[src/verilog/lcfm_regs.svh]
// Purpose: Named constants for the LED channel fault monitor.
// Assumes: 100 MHz mclk; AXI4-Lite byte addresses.
// Notes:   Definitions only; included by bare name.
`ifndef LCFM_REGS_SVH
`define LCFM_REGS_SVH

// ***************************************************************
// Structure
// ***************************************************************
`define LCFM_NCH 4
`define LCFM_SYNC_W 33
`define LCFM_CNT_W 16
`define LCFM_ADDR_W 8
`define LCFM_DATA_W 32
`define LCFM_STAT_PAD 21
`define LCFM_CTRL_PAD 28

// ***************************************************************
// Timing
// ***************************************************************
`define LCFM_CLK_PERIOD_NS 10
`define LCFM_GS_DEG_NS 125000
`define LCFM_OPEN_DEG_NS 125000

// ***************************************************************
// Register map and reset values
// ***************************************************************
`define LCFM_CTRL_OFS 8'h00
`define LCFM_STAT_OFS 8'h04
`define LCFM_CTRL_RST 4'hf
`define LCFM_RESP_OKAY 2'h0
`define LCFM_RESP_SLVERR 2'h2

`endif

[src/verilog/lcfm_pkg.sv]
// Purpose: Shared types for the LED channel fault monitor.
// Assumes: Constants come from lcfm_regs.svh.
// Notes:   Types only.
package lcfm_pkg;
  // Per-channel fault state
  typedef enum logic [1:0] {ch_run, ch_gnd, ch_open} lcfm_ch_state_type;
endpackage : lcfm_pkg

[src/verilog/lcfm_sync.sv]
// Purpose: Two-flop synchroniser for all asynchronous comparator pins.
// Assumes: Inputs change slowly against mclk.
// Notes:   Only the second stage is visible outside.
`timescale 1ns/1ps
`include "lcfm_regs.svh"
module lcfm_sync import lcfm_pkg::*; (
  // Clock and reset
  input wire logic mclk,
  input wire logic rst,
  // Data
  input wire logic [`LCFM_SYNC_W-1:0] async_in,
  output logic [`LCFM_SYNC_W-1:0] sync_out
);
  typedef struct packed {
    logic [`LCFM_SYNC_W-1:0] meta; // First stage, read by stage two only
    logic [`LCFM_SYNC_W-1:0] stab; // Second stage
  } lcfm_sync_state_type;

  lcfm_sync_state_type st_q, st_d;

  // Shift chain
  always_comb begin
    st_d = st_q;
    st_d.meta = async_in;
    st_d.stab = st_q.meta;
  end

  // State register
  always_ff @(posedge mclk) begin
    if (rst) begin
      st_q <= '0;
    end else begin
      st_q <= st_d;
    end
  end

  assign sync_out = st_q.stab;
endmodule : lcfm_sync

[src/verilog/lcfm_deglitch.sv]
// Purpose: Deglitch timer with hysteresis restart.
// Assumes: trip and clear come from synchronised comparators.
// Notes:   Between thresholds the count keeps running once started.
`timescale 1ns/1ps
`include "lcfm_regs.svh"
module lcfm_deglitch import lcfm_pkg::*; (
  // Clock and reset
  input wire logic mclk,
  input wire logic rst,
  // Control
  input wire logic arm,
  input wire logic trip,
  input wire logic clear,
  input wire logic [`LCFM_CNT_W-1:0] limit,
  // Result
  output logic done
);
  typedef struct packed {
    logic [`LCFM_CNT_W-1:0] cnt; // Cycles spent in the fault window
  } lcfm_dg_state_type;

  lcfm_dg_state_type st_q, st_d;

  // Count while tripped; restart on disarm or on return above the high threshold
  always_comb begin
    st_d = st_q;
    if (!arm || clear) begin
      st_d.cnt = '0;
    end else if ((trip || st_q.cnt != '0) && st_q.cnt != limit) begin
      st_d.cnt = st_q.cnt + 1'b1;
    end
  end

  // State register
  always_ff @(posedge mclk) begin
    if (rst) begin
      st_q <= '0;
    end else begin
      st_q <= st_d;
    end
  end

  assign done = arm && (st_q.cnt == limit);

  // ***************************************************************
  // Assertions
  // ***************************************************************
  a_clear_restart: assert property (@(posedge mclk) disable iff (rst)
    (arm && clear) |=> (st_q.cnt == '0))
    else $error("deglitch count not restarted by clear");
  a_done_needs_time: assert property (@(posedge mclk) disable iff (rst)
    $rose(done) |-> $past(arm, 1) && ($past(st_q.cnt) == limit - 1'b1))
    else $error("deglitch finished without full interval");
endmodule : lcfm_deglitch

[src/verilog/lcfm_top.sv]
// Purpose: Four-channel LED fault monitor and fault bus control.
// Assumes: Comparator pins are asynchronous; mclk is 100 MHz.
// Notes:   Registers over AXI4-Lite; fault bus is open drain.
//
// Overview of operation
// - Supply below reset level kills all outputs; here the weak pullup stays on
// - Regulate only with dim high, unforced
// - Ground-short monitor only while output enabled
// - Deglitched ground short latches, pulls bus
// - Both outputs recover: restart ground timer
// - Ground fault: stop regulation, retry always
// - Retry sees recovery: clear, resume regulation
// - Open monitor needs detect enable and dim
// - Short to battery counts as open
// - Deglitched open condition latches, pulls bus
// - Difference recovers: restart open timer
// - Open fault: stop regulation, gated retry
// - Open gone: resume, release bus
// - Detect enable gates open detection only
// - Overtemperature: all off, bus held low
// - Weak pullup idle, strong pulldown on fault
// - Bus sensed low turns outputs off
// - Stay off until bus above high level
// - Ground deglitch nominal 125 microseconds
// - Dim low disables output and diagnostics
//
// Chosen here: the register offsets and the AXI4-Lite slave port.
`timescale 1ns/1ps
`include "lcfm_regs.svh"
module lcfm_top import lcfm_pkg::*; #(
  // Deglitch counts in mclk cycles, shortened in simulation
  parameter logic [`LCFM_CNT_W-1:0] GS_DEG_CYC =
    `LCFM_CNT_W'(`LCFM_GS_DEG_NS / `LCFM_CLK_PERIOD_NS),
  parameter logic [`LCFM_CNT_W-1:0] OPEN_DEG_CYC =
    `LCFM_CNT_W'(`LCFM_OPEN_DEG_NS / `LCFM_CLK_PERIOD_NS)
) (
  // Clock and reset
  input wire logic mclk,
  input wire logic rst,
  // AXI4-Lite write channels
  input wire logic [`LCFM_ADDR_W-1:0] s_axi_awaddr,
  input wire logic s_axi_awvalid,
  output logic s_axi_awready,
  input wire logic [`LCFM_DATA_W-1:0] s_axi_wdata,
  input wire logic [3:0] s_axi_wstrb,
  input wire logic s_axi_wvalid,
  output logic s_axi_wready,
  output logic [1:0] s_axi_bresp,
  output logic s_axi_bvalid,
  input wire logic s_axi_bready,
  // AXI4-Lite read channels
  input wire logic [`LCFM_ADDR_W-1:0] s_axi_araddr,
  input wire logic s_axi_arvalid,
  output logic s_axi_arready,
  output logic [`LCFM_DATA_W-1:0] s_axi_rdata,
  output logic [1:0] s_axi_rresp,
  output logic s_axi_rvalid,
  input wire logic s_axi_rready,
  // Control pins
  input wire logic [`LCFM_NCH-1:0] channel_dim_input,
  input wire logic open_detect_enable,
  input wire logic supply_below_por,
  input wire logic overtemp_flag,
  // Per-channel comparators
  input wire logic [`LCFM_NCH-1:0] direct_below_gs_low,
  input wire logic [`LCFM_NCH-1:0] resistor_below_gs_low,
  input wire logic [`LCFM_NCH-1:0] direct_above_gs_high,
  input wire logic [`LCFM_NCH-1:0] resistor_above_gs_high,
  input wire logic [`LCFM_NCH-1:0] diff_below_open_low,
  input wire logic [`LCFM_NCH-1:0] diff_above_open_high,
  // Fault bus sense comparators
  input wire logic fault_bus_below_low,
  input wire logic fault_bus_above_high,
  // Channel drive
  output logic [`LCFM_NCH-1:0] regulate_en,
  output logic [`LCFM_NCH-1:0] retry_en,
  // Fault bus open drain
  output logic fault_bus_out,
  output logic fault_bus_oe,
  output logic fault_bus_weak_pullup
);
  // ***************************************************************
  // State
  // ***************************************************************
  typedef struct packed {
    lcfm_ch_state_type [`LCFM_NCH-1:0] st; // Channel fault state
    logic ext_hold;                          // Bus seen low, not yet high
    logic [`LCFM_NCH-1:0] mask;              // Software channel enable
    logic [`LCFM_NCH-1:0] reg_en;            // Regulation enables
    logic [`LCFM_NCH-1:0] retry;             // Retry current enables
    logic pull_oe;                           // Strong pulldown
    logic weak_pu;                           // Weak pullup
    logic bus_out;                           // Open drain data, always low
    logic aw_have;                           // Write address held
    logic w_have;                            // Write data held
    logic [`LCFM_ADDR_W-1:0] awaddr;
    logic [`LCFM_NCH-1:0] wmask;
    logic wlane0;
    logic awready;
    logic wready;
    logic bvalid;
    logic [1:0] bresp;
    logic arready;
    logic rvalid;
    logic [1:0] rresp;
    logic [`LCFM_DATA_W-1:0] rdata;
  } lcfm_top_state_type;

  lcfm_top_state_type st_q, st_d;

  // Synchronised pins
  logic [`LCFM_NCH-1:0] dim_s, dlo_s, rlo_s, dhi_s, rhi_s, olo_s, ohi_s;
  logic ode_s, por_s, ot_s, blo_s, bhi_s;
  logic [`LCFM_NCH-1:0] dim_m;   // Dim gated by software mask
  logic [`LCFM_NCH-1:0] gs_arm, gs_done, op_arm, op_done;

  // Channel is running normally
  function automatic logic is_run(input lcfm_ch_state_type s);
    is_run = (s == ch_run);
  endfunction : is_run

  // Vector of channels in a given fault state
  function automatic logic [`LCFM_NCH-1:0] in_state(
    input lcfm_ch_state_type [`LCFM_NCH-1:0] s, input lcfm_ch_state_type w);
    for (int i = 0; i < `LCFM_NCH; i++) begin
      in_state[i] = (s[i] == w);
    end
  endfunction : in_state

  // ***************************************************************
  // Pin synchronisation and deglitch timers
  // ***************************************************************
  lcfm_sync u_sync (
    .mclk(mclk),
    .rst(rst),
    .async_in({channel_dim_input, direct_below_gs_low, resistor_below_gs_low,
               direct_above_gs_high, resistor_above_gs_high, diff_below_open_low,
               diff_above_open_high, open_detect_enable, supply_below_por,
               overtemp_flag, fault_bus_below_low, fault_bus_above_high}),
    .sync_out({dim_s, dlo_s, rlo_s, dhi_s, rhi_s, olo_s, ohi_s,
               ode_s, por_s, ot_s, blo_s, bhi_s})
  );

  assign dim_m = dim_s & st_q.mask;

  for (genvar g = 0; g < `LCFM_NCH; g++) begin : g_ch
    // Ground-short timer runs only on an enabled, healthy channel
    assign gs_arm[g] = is_run(st_q.st[g]) && st_q.reg_en[g];
    // Open timer also needs detect enable and dim; high output counts too
    assign op_arm[g] = gs_arm[g] && ode_s && dim_m[g];

    lcfm_deglitch u_gs (
      .mclk(mclk),
      .rst(rst),
      .arm(gs_arm[g]),
      .trip(dlo_s[g] | rlo_s[g]),
      .clear(dhi_s[g] & rhi_s[g]),
      .limit(GS_DEG_CYC),
      .done(gs_done[g])
    );

    lcfm_deglitch u_op (
      .mclk(mclk),
      .rst(rst),
      .arm(op_arm[g]),
      .trip(olo_s[g]),
      .clear(ohi_s[g]),
      .limit(OPEN_DEG_CYC),
      .done(op_done[g])
    );
  end

  // ***************************************************************
  // Fault handling and bus slave
  // ***************************************************************
  // Next-state logic; all outputs are registered from st_d
  always_comb begin
    logic off_all;
    logic any_fault;
    off_all = 1'b0;
    any_fault = 1'b0;
    st_d = st_q;
    // Bus low latches until it climbs above the high level
    st_d.ext_hold = blo_s | (st_q.ext_hold & ~bhi_s);
    off_all = por_s | ot_s | blo_s | st_d.ext_hold;
    for (int i = 0; i < `LCFM_NCH; i++) begin
      case (st_q.st[i])
        // Latch the first deglitched fault; ground wins a tie
        ch_run: begin
          if (gs_done[i]) begin
            st_d.st[i] = ch_gnd;
          end else if (op_done[i]) begin
            st_d.st[i] = ch_open;
          end
        end
        // Retry pulls the output up; both nodes high ends the fault
        ch_gnd: begin
          if (dhi_s[i] && rhi_s[i]) begin
            st_d.st[i] = ch_run;
          end
        end
        // Condition gone once the difference is no longer low
        ch_open: begin
          if (!olo_s[i]) begin
            st_d.st[i] = ch_run;
          end
        end
        default: begin
          st_d.st[i] = ch_run;
        end
      endcase
      // Supply reset clears every channel's fault latch
      if (por_s) begin
        st_d.st[i] = ch_run;
      end
      st_d.reg_en[i] = is_run(st_d.st[i]) && dim_m[i] && !off_all;
      // Retry ignores dim; open retry only with detect enable
      st_d.retry[i] = !por_s && !ot_s && ((st_d.st[i] == ch_gnd) ||
                      ((st_d.st[i] == ch_open) && ode_s));
      any_fault = any_fault | !is_run(st_d.st[i]);
    end
    st_d.pull_oe = !por_s && (ot_s || any_fault);
    st_d.weak_pu = !st_d.pull_oe;
    st_d.bus_out = 1'b0;

    // Write response taken: free both holding slots
    if (st_q.bvalid && s_axi_bready) begin
      st_d.bvalid = 1'b0;
      st_d.aw_have = 1'b0;
      st_d.w_have = 1'b0;
    end
    // Address and data may arrive in either order
    if (s_axi_awvalid && st_q.awready) begin
      st_d.aw_have = 1'b1;
      st_d.awaddr = s_axi_awaddr;
    end
    if (s_axi_wvalid && st_q.wready) begin
      st_d.w_have = 1'b1;
      st_d.wmask = s_axi_wdata[`LCFM_NCH-1:0];
      st_d.wlane0 = s_axi_wstrb[0];
    end
    // Perform the write once both halves are held
    if (st_d.aw_have && st_d.w_have && !st_d.bvalid) begin
      st_d.bvalid = 1'b1;
      st_d.bresp = `LCFM_RESP_OKAY;
      if (st_d.awaddr == `LCFM_CTRL_OFS) begin
        if (st_d.wlane0) begin
          st_d.mask = st_d.wmask;
        end
      end else if (st_d.awaddr != `LCFM_STAT_OFS) begin
        st_d.bresp = `LCFM_RESP_SLVERR;
      end
    end
    st_d.awready = !st_d.aw_have;
    st_d.wready = !st_d.w_have;

    // Read: one outstanding, data captured at the address handshake
    if (st_q.rvalid && s_axi_rready) begin
      st_d.rvalid = 1'b0;
    end
    if (s_axi_arvalid && st_q.arready) begin
      st_d.rvalid = 1'b1;
      st_d.rresp = `LCFM_RESP_OKAY;
      if (s_axi_araddr == `LCFM_CTRL_OFS) begin
        st_d.rdata = {{`LCFM_CTRL_PAD{1'b0}}, st_q.mask};
      end else if (s_axi_araddr == `LCFM_STAT_OFS) begin
        st_d.rdata = {{`LCFM_STAT_PAD{1'b0}}, por_s, ot_s, st_q.ext_hold,
                      in_state(st_q.st, ch_open), in_state(st_q.st, ch_gnd)};
      end else begin
        st_d.rdata = '0;
        st_d.rresp = `LCFM_RESP_SLVERR;
      end
    end
    st_d.arready = !st_d.rvalid;
  end

  // State register; reset clears all latches and sets the channel mask
  always_ff @(posedge mclk) begin
    if (rst) begin
      st_q <= '0;
      st_q.mask <= `LCFM_CTRL_RST;
      st_q.weak_pu <= 1'b1;
    end else begin
      st_q <= st_d;
    end
  end

  // Outputs straight from the state register
  assign regulate_en = st_q.reg_en;
  assign retry_en = st_q.retry;
  assign fault_bus_out = st_q.bus_out;
  assign fault_bus_oe = st_q.pull_oe;
  assign fault_bus_weak_pullup = st_q.weak_pu;
  assign s_axi_awready = st_q.awready;
  assign s_axi_wready = st_q.wready;
  assign s_axi_bvalid = st_q.bvalid;
  assign s_axi_bresp = st_q.bresp;
  assign s_axi_arready = st_q.arready;
  assign s_axi_rvalid = st_q.rvalid;
  assign s_axi_rresp = st_q.rresp;
  assign s_axi_rdata = st_q.rdata;

  // ***************************************************************
  // Assertions
  // ***************************************************************
  a_por_all_off: assert property (@(posedge mclk) disable iff (rst)
    por_s |=> (regulate_en == '0) && (retry_en == '0) && !fault_bus_oe)
    else $error("outputs active under supply reset");
  a_reg_needs_dim: assert property (@(posedge mclk) disable iff (rst)
    ((regulate_en & ~$past(dim_m)) == '0))
    else $error("regulation without dim input");
  a_gnd_from_enabled: assert property (@(posedge mclk) disable iff (rst)
    (in_state(st_d.st, ch_gnd) & ~in_state(st_q.st, ch_gnd) & ~st_q.reg_en) == '0)
    else $error("ground fault on disabled channel");
  a_fault_pulls_bus: assert property (@(posedge mclk) disable iff (rst)
    (~in_state(st_d.st, ch_run) != '0) && !por_s |=> fault_bus_oe && !fault_bus_weak_pullup)
    else $error("fault present but bus not pulled");
  a_gnd_retry_on: assert property (@(posedge mclk) disable iff (rst)
    ((in_state(st_q.st, ch_gnd) & (~retry_en | regulate_en)) == '0) || $past(por_s | ot_s))
    else $error("ground fault channel not in retry");
  a_gnd_recover: assert property (@(posedge mclk) disable iff (rst)
    (st_q.st[0] == ch_gnd) && dhi_s[0] && rhi_s[0] |=> is_run(st_q.st[0]))
    else $error("ground fault not cleared on recovery");
  a_open_gated: assert property (@(posedge mclk) disable iff (rst)
    (st_q.st[0] == ch_run) ##1 (st_q.st[0] == ch_open) |-> $past(ode_s, 2) && $past(dim_m[0], 2))
    else $error("open fault without detect enable and dim");
  a_ot_off: assert property (@(posedge mclk) disable iff (rst)
    ot_s && !por_s |=> (regulate_en == '0) && (retry_en == '0) && fault_bus_oe)
    else $error("overtemperature did not shut down");
  a_bus_hold: assert property (@(posedge mclk) disable iff (rst)
    st_q.ext_hold && !bhi_s |=> st_q.ext_hold && (regulate_en == '0))
    else $error("outputs resumed before bus high");
  a_bus_low_off: assert property (@(posedge mclk) disable iff (rst)
    blo_s |=> (regulate_en == '0))
    else $error("regulation while bus low");
endmodule : lcfm_top

[config.mk]
export PLATFORM = sky130hd
export DESIGN_NAME = lcfm_top
export DESIGN_NICKNAME = d
export VERILOG_FILES = /design/src/verilog/lcfm_pkg.sv /design/src/verilog/lcfm_sync.sv /design/src/verilog/lcfm_deglitch.sv /design/src/verilog/lcfm_top.sv
export VERILOG_INCLUDE_DIRS = /design/src /design/src/verilog
export SDC_FILE = /design/constraint.sdc
export NUM_CORES = 1
export LEC_CHECK = 0
export ABC_AREA = 1
export BUFFER_PORTS_ARGS = -buffer_cell sky130_fd_sc_hd__buf_2
export CAP_MARGIN = 40
export CORE_MARGIN = 2
export CORE_UTILIZATION = 55
export DETAILED_ROUTE_END_ITERATION = 10
export GPL_TIMING_DRIVEN = 0
export PLACE_DENSITY = 0.79
export RECOVER_POWER = 100
export SYNTH_ARGS = -nofsm -noshare
export SYNTH_HDL_FRONTEND = slang
export SYNTH_SLANG_ARGS = --single-unit
export TNS_END_PERCENT = 5
[constraint.sdc]
create_clock -name mclk -period 1.68 [get_ports mclk]
set_input_delay 0.252 -clock mclk [delete_from_list [all_inputs] [get_ports mclk]]
set_output_delay 0.252 -clock mclk [all_outputs]
set_load 0.03 [all_outputs]
==> summary.txt, run 1 <==
Critical path
  – Crit. End Element: flip-flop
  – Worst reg2reg startpoint: s_axi_awready$_SDFF_PP0_
  – WS Path Type: flip-flop to flip-flop
  – Crit path largest cell delay: 350 ps
  – R2r worst-path depth: 10
  – CP startpoint: s_axi_awready$_SDFF_PP0_
  – Crit path top cell by count: nand3_1
  – Type of origin of the critical path: flip-flop
  – R2r setup slk: -8 ps
  – Worst-path cell chain: nand2_4 -> buf_8 -> mux2i_4 -> nand3_1 -> nor2_1 -> nand2_2 -> nor2_4 -> inv_2 -> nand2_1 -> nand3_1
  – CP max stage cell: dfxtp_2
  – CP max FO: 5
  – WP data arrival: 2110 ps
  – CP Capture Point: st_q[69]$_SDFFE_PP1P_
  – RR Endpoint: st_q[69]$_SDFFE_PP1P_
  – Worst Path Required: 2100 ps

Floorplanning
  – Die Height: 145.9 um
  – IO Pins: 144
  – Initial Util: 56.54%
  – Die outline width: 145.9 um
  – Full die area: 0.02129 sq mm
  – Row count: 51
  – Core Footprint: 0.01959 sq mm

Finish
  – Layout Nets: 1,793
  – Non-filler cells, final: 1,971
  – Fin util: 70.15%
  – Area Overhead vs Synth: 24.07%
  – N_diodes: 0
  – Share of cells above drive strength 1: 18.76%

Synth
  – Multiplexer area fraction after synthesis: 0.3615%
  – Compound-gate portion of the synthesized area: 11.61%
  – FF+latch count, synth: 250
  – Post-synth EDFFs: 0
  – Synth async-reset ratio: 0%
  – Synthesized area: 0.01108 sq mm
  – Synth top area share: 45.18%
  – Mean Syn Cell Area: 7.424 sq um
  – Cell accounting for the most synthesized area: dfxtp_1
  – Ys flop type: dfxtp_1
  – Main area contributors after synthesis: dfxtp_1 45%, inv_1 8.3%, nor2_1 7.6%
  – Post-Syn Instances: 1,492
  – Synthesized-area fraction occupied by adder cells: 1.807%
  – Netlist cell types: 45
  – Yosys warning total: 0
  – Largest family of logic cells by synthesized area: simple AND/OR/NAND/NOR gates
  – Seq/Total Area, Yosys: 45.18%
  – Simple-gate share of the synthesized area: 27.66%
  – XOR/XNOR share of the synthesized area: 0.6326%

STA
  – RSZ-0062 raised after global routing: true
  – Clock skew: 22.18 ps
  – Crit share post-route: 100.5%
  – Setup tns final: -25.04 ps
  – Final hold violations: 0
  – Tightest Pin Transition: 700.1 ps
  – Slew HR: 53.32%
  – Max-slew violation count: 0
  – PnR worst setup slack: -7.670 ps
  – F_max: 0.5925 GHz
  – Final min period: 1688 ps
  – Final Setup Violations: 4

Pwr
  – P_leak: 6.010 nW
  – Highest ir drop seen on vdd: 0.7833 mV
  – Power Total: 0.01334 W
  – PwrDens: 970.8 mW/mm^2

Route
  – Antenna Nets Post-Route: 0
  – Via/cell ratio: 5.088
  – DR WL/cell: 13.48 um
  – Drc violations: 0
  – DRT Pass-1 Iters: 5
  – DRT Wirelength: 26,570 um
  – Initial DRC Count: 596
  – Via count: 10.03k

Clock tree
  – Htree depth: 1
  – Root buf cell: clkbuf_16
  – CTS Buf Count: 27
  – Clock latency on the worst-skew pair: 550 ps
  – Maximum clock path buffer count: 3
  – CTS tree: built
  – Clk sinks: 250
  – Clk pin slew, worst setup/hold paths: 70 ps

Global route
  – GR Util All Layers: 23.36%
  – Initial antenna violation count: 0
  – GRT overflow: 0
  – Vias in the first global route: 9,233
  – First-pass GRT wire length: 42,040 um
  – Largest net degree at the start of global routing: 15

Run status
  – Status: complete, but fails checks
  – Failing checks: negative setup slack

Placement
  – DP Wirelength: 17,940 um
  – Final GP Congestion: 0.9205
  – PortBufs: 88
  – Pre-CTS setup slack: -217.8 ps
  – Placed Cells: 1,868

Flow run
  – Max-Cap Viols: 0

Hold path
  – Worst min path class: primary input to flip-flop
==> registers in the layout (all words and copies together), names as in the netlist <==
name,cells
g_ch.u_gs.st_q,64
g_ch.u_op.st_q,64
u_sync.st_d,33
u_sync.sync_out,33
st_q,28
s_axi_rdata,11
regulate_en,4
retry_en,4
fault_bus_oe,1
fault_bus_weak_pullup,1
s_axi_arready,1
s_axi_awready,1
s_axi_bresp,1
s_axi_bvalid,1
s_axi_rresp,1
s_axi_rvalid,1
s_axi_wready,1
==> what timing repair did <==
item | in CTS | in global routing
setup endpoints to repair | 26 | 85
endpoints found under the hold margin | 42 | 0
hold buffers | 42 | 0
pin swaps | 0 | 30
gates cloned | 0 | 1
buffers inserted | 0 | 10
gates resized for setup | 6 | 106
==> area by class of cell <==
| type | count | area (sq um) |
|---|---|---|
| Fill cell | 1575 | 5847 |
| Multi-Input combinational cell | 939 | 5044 |
| Buffer | 67 | 440.4 |
| Sequential cell | 250 | 5037 |
| Clock buffer | 34 | 762.0 |
| Clock inverter | 16 | 224.0 |
| Inverter | 259 | 978.4 |
| Tap cell | 265 | 331.6 |
| Timing Repair Buffer | 141 | 925.9 |
==> cell families after synthesis <==
kind of cell,Yosys count
other,1
multiplexers,4
flip-flops,250
AND/OR/NAND/NOR,647
adder cells (fa/ha/maj),16
XOR/XNOR,8
buffers and inverters,326
AO/OA/AOI/OAI,240
==> power by group <==
part	switching (W)	internal [W]	leakage, nW
clock network	0.00248	0.00399	0.480
logic	0.000472	0.000304	3.49
registers	0.0000542	0.00605	2.04
total	0.00300	0.0103	6.01
==> metrics by stage <==
stage	area, sq um	hold slack [ps]
finish	13740	6.089
global route	13740	23.26
CTS	13360	3.027
detailed placement	11940	393.5
global placement	11940	389.4
floorplan	11160	359.0
==> Yosys cell counts, drive strengths merged, types with 5 or more instances <==
| cell | n |
|---|---|
| a21oi | 121 |
| nand2 | 217 |
| nand4 | 20 |
| nor3 | 50 |
| o211ai | 5 |
| o21a | 14 |
| and3 | 5 |
| inv | 258 |
| nor3b | 8 |
| xor2 | 8 |
| nand3 | 82 |
| nor2 | 232 |
| clkbuf | 13 |
| a211oi | 8 |
| dfxtp | 250 |
| nand3b | 6 |
| nor4 | 22 |
| buf | 54 |
| o21ai | 86 |
| ha | 16 |
==> placed cells by master (no fill, tap or decap), types with 6 or more instances in the layout <==
cell type	instances
clkbuf_8	6
nand3_2	16
clkbuf_1	42
a211oi_1	7
nor2_1	216
ha_1	10
nor3_1	28
inv_1	240
nor3b_1	7
o21a_1	14
nor2_2	13
dfxtp_1	228
o21ai_2	7
conb_1	24
nor4_1	19
dlygate4sd3_1	42
nor3_2	7
nand4_1	19
a21oi_1	118
nor3_4	15
buf_4	54
clkbuf_16	28
o21ai_1	11
o21ai_0	68
dfxtp_2	20
nand3_1	65
nand2_2	22
xor2_1	8
inv_2	16
buf_2	62
nand2_1	194
==> metal layers <==
| layer | track usage, % | share of wire (%) |
|---|---|---|
| met5 | 0 | 0 |
| met4 | 6.961 | 2.8 |
| met3 | 3.323 | 4.8 |
| met2 | 40.64 | 49 |
| met1 | 30.18 | 43 |
==> how the worst min path moves through the flow <==
stage                                           to  cells past startpoint  slack (ps)                        from
floorplan                u_sync.st_d[0]$_SDFF_PP0_                      2         360        fault_bus_above_high
global placement    u_sync.sync_out[25]$_SDFF_PP0_                      2         390  u_sync.st_d[25]$_SDFF_PP0_
detailed placement  u_sync.sync_out[30]$_SDFF_PP0_                      2         390  u_sync.st_d[30]$_SDFF_PP0_
CTS                            st_q[41]$_SDFF_PP0_                      3           3              s_axi_wstrb[0]
global route                   st_q[41]$_SDFF_PP0_                      3          20              s_axi_wstrb[0]
finish                         st_q[45]$_SDFF_PP0_                      3           6              s_axi_wdata[3]
==> critical path: cells and delay by family, from the launching register on <==
kind | cells | cell delay (ps)
AND/OR/NAND/NOR | 7 | 760
flip-flops | 1 | 350
multiplexers | 1 | 240
buffers and inverters | 2 | 200
Note: power is estimated with default switching activity, not from simulation.
==> run 2, diff against run 1 <==
--- a/config.mk
+++ b/config.mk
@@ -15,6 +15,7 @@
 export GPL_TIMING_DRIVEN = 0
 export PLACE_DENSITY = 0.79
 export RECOVER_POWER = 100
+export SKIP_CTS_REPAIR_TIMING = 1
 export SYNTH_ARGS = -nofsm -noshare
 export SYNTH_HDL_FRONTEND = slang
 export SYNTH_SLANG_ARGS = --single-unit
==> run 2 against run 1 <==
Net effect: the flow finishes with violations (negative hold slack, negative setup slack); utilization decreased by 0.24 points; maximum frequency up 0.18%; combinational power down 2%; worst hold slack worse by 46 ps; via count barely moved; clock skew increased by 1.1 ps; highest routed layer unchanged; critical path type unchanged; sequential power barely moved.
==> summary.txt, run 2 (same netlist as run 1, synthesis figures left out) <==
STA
  – F_max: 0.5936 GHz (+0.18%)
  – Final hold violations: 3 (+3)
  – Final min period: 1685 ps (-3.015 ps)
  – WHS: -40.41 ps (-46.50 ps)
  – RSZ-0062 raised after global routing: true
  – PnR worst setup slack: -4.655 ps (+3.015 ps)
  – Tightest Pin Transition: 704.2 ps (+4.031 ps)
  – Crit share post-route: 100.3% (-0.18 points)
  – Clock skew: 23.31 ps (+1.133 ps)
  – Final Setup Violations: 1 (-3)
  – Slew HR: 53.06% (-0.27 points)
  – Max-slew violation count: 0 (unchanged)

Route
  – DRT Pass-1 Iters: 5 (unchanged)
  – Via count: 10.03k (+0.010%)
  – Antenna Nets Post-Route: 0 (unchanged)
  – Drc violations: 0 (unchanged)
  – DRT Wirelength: 26,120 um (-1.7%)
  – Via/cell ratio: 5.106 (+0.37%)
  – DR WL/cell: 13.30 um (-1.3%)
  – Initial DRC Count: 475 (-20%)

Critical path
  – Worst Path Required: 2090 ps (about the same)
  – Type of origin of the critical path: flip-flop
  – R2r worst-path depth: 10 (unchanged)
  – Crit. End Element: flip-flop
  – WS Path Type: flip-flop to flip-flop
  – CP max FO: 5 (unchanged)
  – WP data arrival: 2100 ps (about the same)

Placement
  – Placed Cells: 1,868 (unchanged)
  – Final GP Congestion: 0.9205 (unchanged)
  – PortBufs: 88 (unchanged)
  – DP Wirelength: 17,940 um (unchanged)

Clock tree
  – Clk sinks: 250 (unchanged)
  – Clock latency on the worst-skew pair: 550 ps (about the same)
  – Htree depth: 1 (unchanged)
  – CTS Buf Count: 27 (unchanged)
  – Clk pin slew, worst setup/hold paths: 60 ps (about the same)
  – CTS tree: built
  – Maximum clock path buffer count: 3 (unchanged)
  – Root buf cell: clkbuf_16

Floorplanning
  – Die Height: 145.9 um (unchanged)
  – Core Footprint: 0.01959 sq mm (unchanged)
  – Die outline width: 145.9 um (unchanged)
  – Initial Util: 56.54% (unchanged)
  – IO Pins: 144 (unchanged)
  – Row count: 51 (unchanged)
  – Full die area: 0.02129 sq mm (unchanged)

Global route
  – First-pass GRT wire length: 40,820 um (-2.9%)
  – Largest net degree at the start of global routing: 15 (unchanged)
  – GRT overflow: 0 (unchanged)
  – GR Util All Layers: 22.65% (-0.72 points)
  – Initial antenna violation count: 0 (unchanged)
  – Vias in the first global route: 8,968 (-2.9%)

Finish
  – Layout Nets: 1,786 (-0.39%)
  – Most frequent cells in the layout: 238 x inv_1, 226 x dfxtp_1, 220 x nor2_1
  – Share of cells above drive strength 1: 18.83% (+0.077 points)
  – Register area: 0.005042 sq mm (about the same)
  – Area Overhead vs Synth: 23.65%
  – N_diodes: 0 (unchanged)
  – Area of the multi-input gates: 0.005059 sq mm (+0.30%)
  – Top Registers: g_ch.u_gs.st_q x64, g_ch.u_op.st_q x64
  – Fillers: 1,568 (-0.44%)
  – Non-filler cells, final: 1,964 (-0.36%)
  – Commonest non-fill, non-tap cell in the layout: inv_1

Hold path
  – Worst min path class: primary input to flip-flop
  – Hold Crit Depth: 3 (unchanged)

Run status
  – Status: complete, but fails checks
  – Failing checks: negative hold slack, negative setup slack

Pwr
  – Highest ir drop seen on vdd: 0.7312 mV (-6.7%)
  – P_leak: 6.000 nW (-0.16%)
  – PwrDens: 972.2 mW/mm^2 (+0.14%)

Flow run
  – Max-Cap Viols: 0 (unchanged)
## run 2: routing by layer
metal | GRT usage (%) | up-vias | wire (um)
met5 | 0 | - | 0
met4 | 6.814 | 0 | 546
met3 | 3.229 | 42 | 1350
met2 | 38.84 | 246 | 12950
met1 | 29.68 | 4666 | 11270
li1 | - | 5075 | -
## run 2: metrics by stage
step	setup slack, ps	util, %	setup TNS (ps)	area (sq um)	total power (W)
finish	-4.655	69.92	-4.655	13700	0.01332
global route	-145.1	69.92	-1261	13700	0.01372
CTS	-163.6	65.96	-1853	12920	0.01325
detailed placement	-217.8	60.92	-8537	11940	0.006873
global placement	-195.6	60.92	-6700	11940	0.006862
floorplan	41.48	-	0	11160	0.006668
## run 2: worst paths after layout
path | from | end | slack (ps)
setup / recovery | s_axi_awready$_SDFF_PP0_ | st_q[67]$_SDFFE_PP1P_ | -5
hold / removal | resistor_above_gs_high[0] | u_sync.st_d[13]$_SDFF_PP0_ | -40
setup reg to reg | s_axi_awready$_SDFF_PP0_ | st_q[67]$_SDFFE_PP1P_ | -5
hold reg to reg | u_sync.st_d[8]$_SDFF_PP0_ | u_sync.sync_out[8]$_SDFF_PP0_ | 390
## run 2: critical path: stages, from the launching register on
cell and delay, ps:
dfxtp_2 330, nand2_4 110, buf_8 130, mux2i_4 250, nand3_1 120, nor2_1 140
nand2_2 110, nor2_4 160, inv_2 70, nand2_1 50, nand3_1 60
## run 2: report_power, final
group	total (W)	switching, W	internal (W)
logic	0.000763	0.000466	0.000297
clock network	0.00645	0.00247	0.00399
registers	0.00610	0.0000531	0.00605
total	0.0133	0.00298	0.0103
## run 2: area by class of cell
class / count / share of cell area, %
multi-input combinational: 939 / 36.93
inverter: 259 / 7.143
timing repair buffer: 134 / 6.276
clock buffer: 34 / 5.563
sequential: 250 / 36.81
tap: 265 / 2.421
clock inverter: 16 / 1.635
buffer: 67 / 3.215
==> run 3, diff against run 2 <==
--- a/config.mk
+++ b/config.mk
@@ -11,8 +11,8 @@
 export CAP_MARGIN = 40
 export CORE_MARGIN = 2
 export CORE_UTILIZATION = 55
+export CTS_CLUSTER_DIAMETER = 80
 export DETAILED_ROUTE_END_ITERATION = 10
-export GPL_TIMING_DRIVEN = 0
 export PLACE_DENSITY = 0.79
 export RECOVER_POWER = 100
 export SKIP_CTS_REPAIR_TIMING = 1
==> run 3 against run 2 <==
Net effect: the run still ends with negative hold slack, negative setup slack left; worst setup slack gained 2.9 ps; utilization shrank 2.8 points; clock power shrank 14%; combinational power shrank 16%; critical path type unchanged; largest power group is now registers; highest routed layer unchanged.
==> summary.txt, run 3 (same netlist as run 1, synthesis figures left out) <==
Pwr
  – Sequential share of power: 49.7% (+3.9 points)
  – P_leak: 5.703 nW (-4.9%)
  – Sw Share: 22.53% (+0.12 points)
  – Clock Power Share: 45.1% (-3.3 points)
  – Highest ir drop seen on vdd: 0.9190 mV (+26%)
  – Sw power: 0.002763 W (-7.4%)
  – Internal power: 0.009501 W (-8.0%)
  – Logic gate share of total power: 5.2% (-0.5 points)
  – PwrDens: 932.1 mW/mm^2 (-4.1%)

Finish
  – Top Registers: g_ch.u_gs.st_q x64, g_ch.u_op.st_q x64
  – Most frequent cells in the layout: 238 x inv_1, 227 x dfxtp_1, 218 x nor2_1
  – Area Overhead vs Synth: 18.78%
  – Fin util: 67.16% (-2.8 points)
  – Fillers: 1,630 (+4.0%)
  – Commonest non-fill, non-tap cell in the layout: inv_1
  – Layout Nets: 1,749 (-2.1%)
  – Non-filler cells, final: 1,924 (-2.0%)
  – N_diodes: 0 (unchanged)
  – Share of cells above drive strength 1: 15.85% (-3.0 points)
  – Area of the multi-input gates: 0.004942 sq mm (-2.3%)
  – Register area: 0.005041 sq mm (about the same)

Placement
  – Final GP Congestion: 0.8649 (-6.0%)
  – DP Wirelength: 16,850 um (-6.1%)
  – Placed Cells: 1,836 (-1.7%)
  – Pre-CTS setup slack: 23.28 ps (+241.0 ps)
  – PortBufs: 88 (unchanged)

Hold path
  – Worst min path class: primary input to flip-flop

Clock tree
  – Root buf cell: clkbuf_16
  – Htree depth: 1 (unchanged)
  – Clk pin slew, worst setup/hold paths: 60 ps (about the same)
  – Clk sinks: 250 (unchanged)
  – CTS Buf Count: 26 (-3.7%)
  – Clock latency on the worst-skew pair: 530 ps (-20 ps)
  – CTS tree: built
  – Maximum clock path buffer count: 3 (unchanged)

STA
  – Clock skew: 7.947 ps (-15.36 ps)
  – Final min period: 1682 ps (-2.949 ps)
  – Crit share post-route: 100.1% (-0.18 points)
  – Final hold violations: 2 (-1)
  – F_max: 0.5946 GHz (+0.18%)
  – RSZ-0062 raised after global routing: true
  – Slew HR: 24.23% (-29 points)
  – PnR worst setup slack: -1.706 ps (+2.949 ps)
  – Max-slew violation count: 0 (unchanged)
  – WHS: -12.71 ps (+27.70 ps)
  – Final Setup Violations: 1 (unchanged)
  – Tightest Pin Transition: 1136 ps (+432.3 ps)

Floorplanning
  – Row count: 51 (unchanged)
  – Full die area: 0.02129 sq mm (unchanged)
  – Initial Util: 56.54% (unchanged)
  – Die Height: 145.9 um (unchanged)
  – Die outline width: 145.9 um (unchanged)
  – Core Footprint: 0.01959 sq mm (unchanged)
  – IO Pins: 144 (unchanged)

Critical path
  – Worst-path cell chain: ha_4 -> nand3_2 -> nor3_4 -> nand3_2 -> nor3_4 -> nand2_2 -> a21oi_2 -> o21a_1
  – Type of origin of the critical path: flip-flop
  – Buf/Inv on CP: 0 (-2)
  – Crit path largest cell delay: 370 ps (+40 ps)
  – R2r setup slk: -2 ps (about the same)
  – WP data arrival: 2160 ps (+60 ps)
  – CP startpoint: g_ch[1].u_op.st_q[1]$_SDFFE_PP0P_
  – CP Capture Point: g_ch[1].u_op.st_q[14]$_SDFFE_PP0P_
  – RR Endpoint: g_ch[1].u_op.st_q[14]$_SDFFE_PP0P_
  – CP max FO: 4 (-1)
  – Worst reg2reg startpoint: g_ch[1].u_op.st_q[1]$_SDFFE_PP0P_
  – Worst Path Required: 2150 ps (+60 ps)
  – R2r worst-path depth: 8 (-2)
  – CP max stage cell: dfxtp_2
  – Crit. End Element: flip-flop
  – WP depth: 8 (-2)
  – WS Path Type: flip-flop to flip-flop
  – CP delay by family, top: simple AND/OR/NAND/NOR gates

Global route
  – Initial antenna violation count: 0 (unchanged)
  – Vias in the first global route: 8,732 (-2.6%)
  – GR Util All Layers: 21.16% (-1.5 points)
  – First-pass GRT wire length: 38,650 um (-5.3%)
  – Largest net degree at the start of global routing: 30 (+15)
  – GRT overflow: 0 (unchanged)

Route
  – DR WL/cell: 12.66 um (-4.8%)
  – Drc violations: 0 (unchanged)
  – Initial DRC Count: 447 (-5.9%)
  – DRT Wirelength: 24,360 um (-6.7%)
  – Via/cell ratio: 5.030 (-1.5%)
  – Via count: 9,677 (-3.5%)
  – DRT Pass-1 Iters: 5 (unchanged)
  – Antenna Nets Post-Route: 0 (unchanged)

Run status
  – Failing checks: negative hold slack, negative setup slack
  – Status: complete, but fails checks

Flow run
  – Max-Cap Viols: 0 (unchanged)
## run 3: changes by cell type in the layout (fill, tap and decap cells not counted), sizes merged
cell         before  now
buf             119   89
clkbuf           80   75
bufinv            5    1
clkinvlp          4    0
clkinv            8   10
dlygate4sd3      36   37
## run 3: tightest hold or removal path, cell delays in order
cell     delay [ps]
buf_2            90
o21ai_2          60
nor2_1           70
## run 3: power groups by stage
| stage | registers, W | logic [W] | clock network [W] |
|---|---|---|---|
| after floorplan | 0.00624 | 0.000431 | 0 |
| after global routing | 0.00610 | 0.000712 | 0.00586 |
| final | 0.00610 | 0.000639 | 0.00553 |
| after global placement | 0.00623 | 0.000565 | 0 |
| after detailed placement | 0.00623 | 0.000575 | 0 |
| after CTS | 0.00610 | 0.000579 | 0.00561 |
## run 3: per-stage QoR
step / setup TNS (ps) / area (sq um) / total power [W]
detailed placement: 0 / 11770 / 0.006805
CTS: 0 / 12600 / 0.01229
global route: -723.8 / 13160 / 0.01268
global placement: 0 / 11770 / 0.006791
finish: -1.706 / 13160 / 0.01226
floorplan: 0 / 11160 / 0.006668
## run 3: worst min path at each step
| stage | from | end | slack (ps) | cells after the start |
|---|---|---|---|---|
| global route | s_axi_awaddr[1] | st_q[47]$_SDFF_PP0_ | 10 | 3 |
| detailed placement | u_sync.st_d[14]$_SDFF_PP0_ | u_sync.sync_out[14]$_SDFF_PP0_ | 390 | 2 |
| global placement | u_sync.st_d[31]$_SDFF_PP0_ | u_sync.sync_out[31]$_SDFF_PP0_ | 390 | 2 |
| CTS | resistor_below_gs_low[1] | u_sync.st_d[22]$_SDFF_PP0_ | -100 | 3 |
| finish | s_axi_awaddr[1] | st_q[47]$_SDFF_PP0_ | -10 | 3 |
| floorplan | fault_bus_above_high | u_sync.st_d[0]$_SDFF_PP0_ | 360 | 2 |
## run 3: cell type report
cell class	count	area share [%]
Timing Repair Buffer	165	7.893
Sequential cell	250	38.31
Multi-Input combinational cell	939	37.56
Tap cell	265	2.520
Clock inverter	10	0.7132
Clock buffer	36	5.611
Inverter	259	7.389
## run 3: per-layer routing
| layer | vias to the layer above | GRT usage (%) | part of all wire, % |
|---|---|---|---|
| met5 | - | 0 | 0 |
| met4 | 0 | 7.990 | 3.4 |
| met3 | 60 | 2.821 | 4.3 |
| met2 | 214 | 37.05 | 49 |
| met1 | 4412 | 26.54 | 43 |
| li1 | 4991 | - | - |
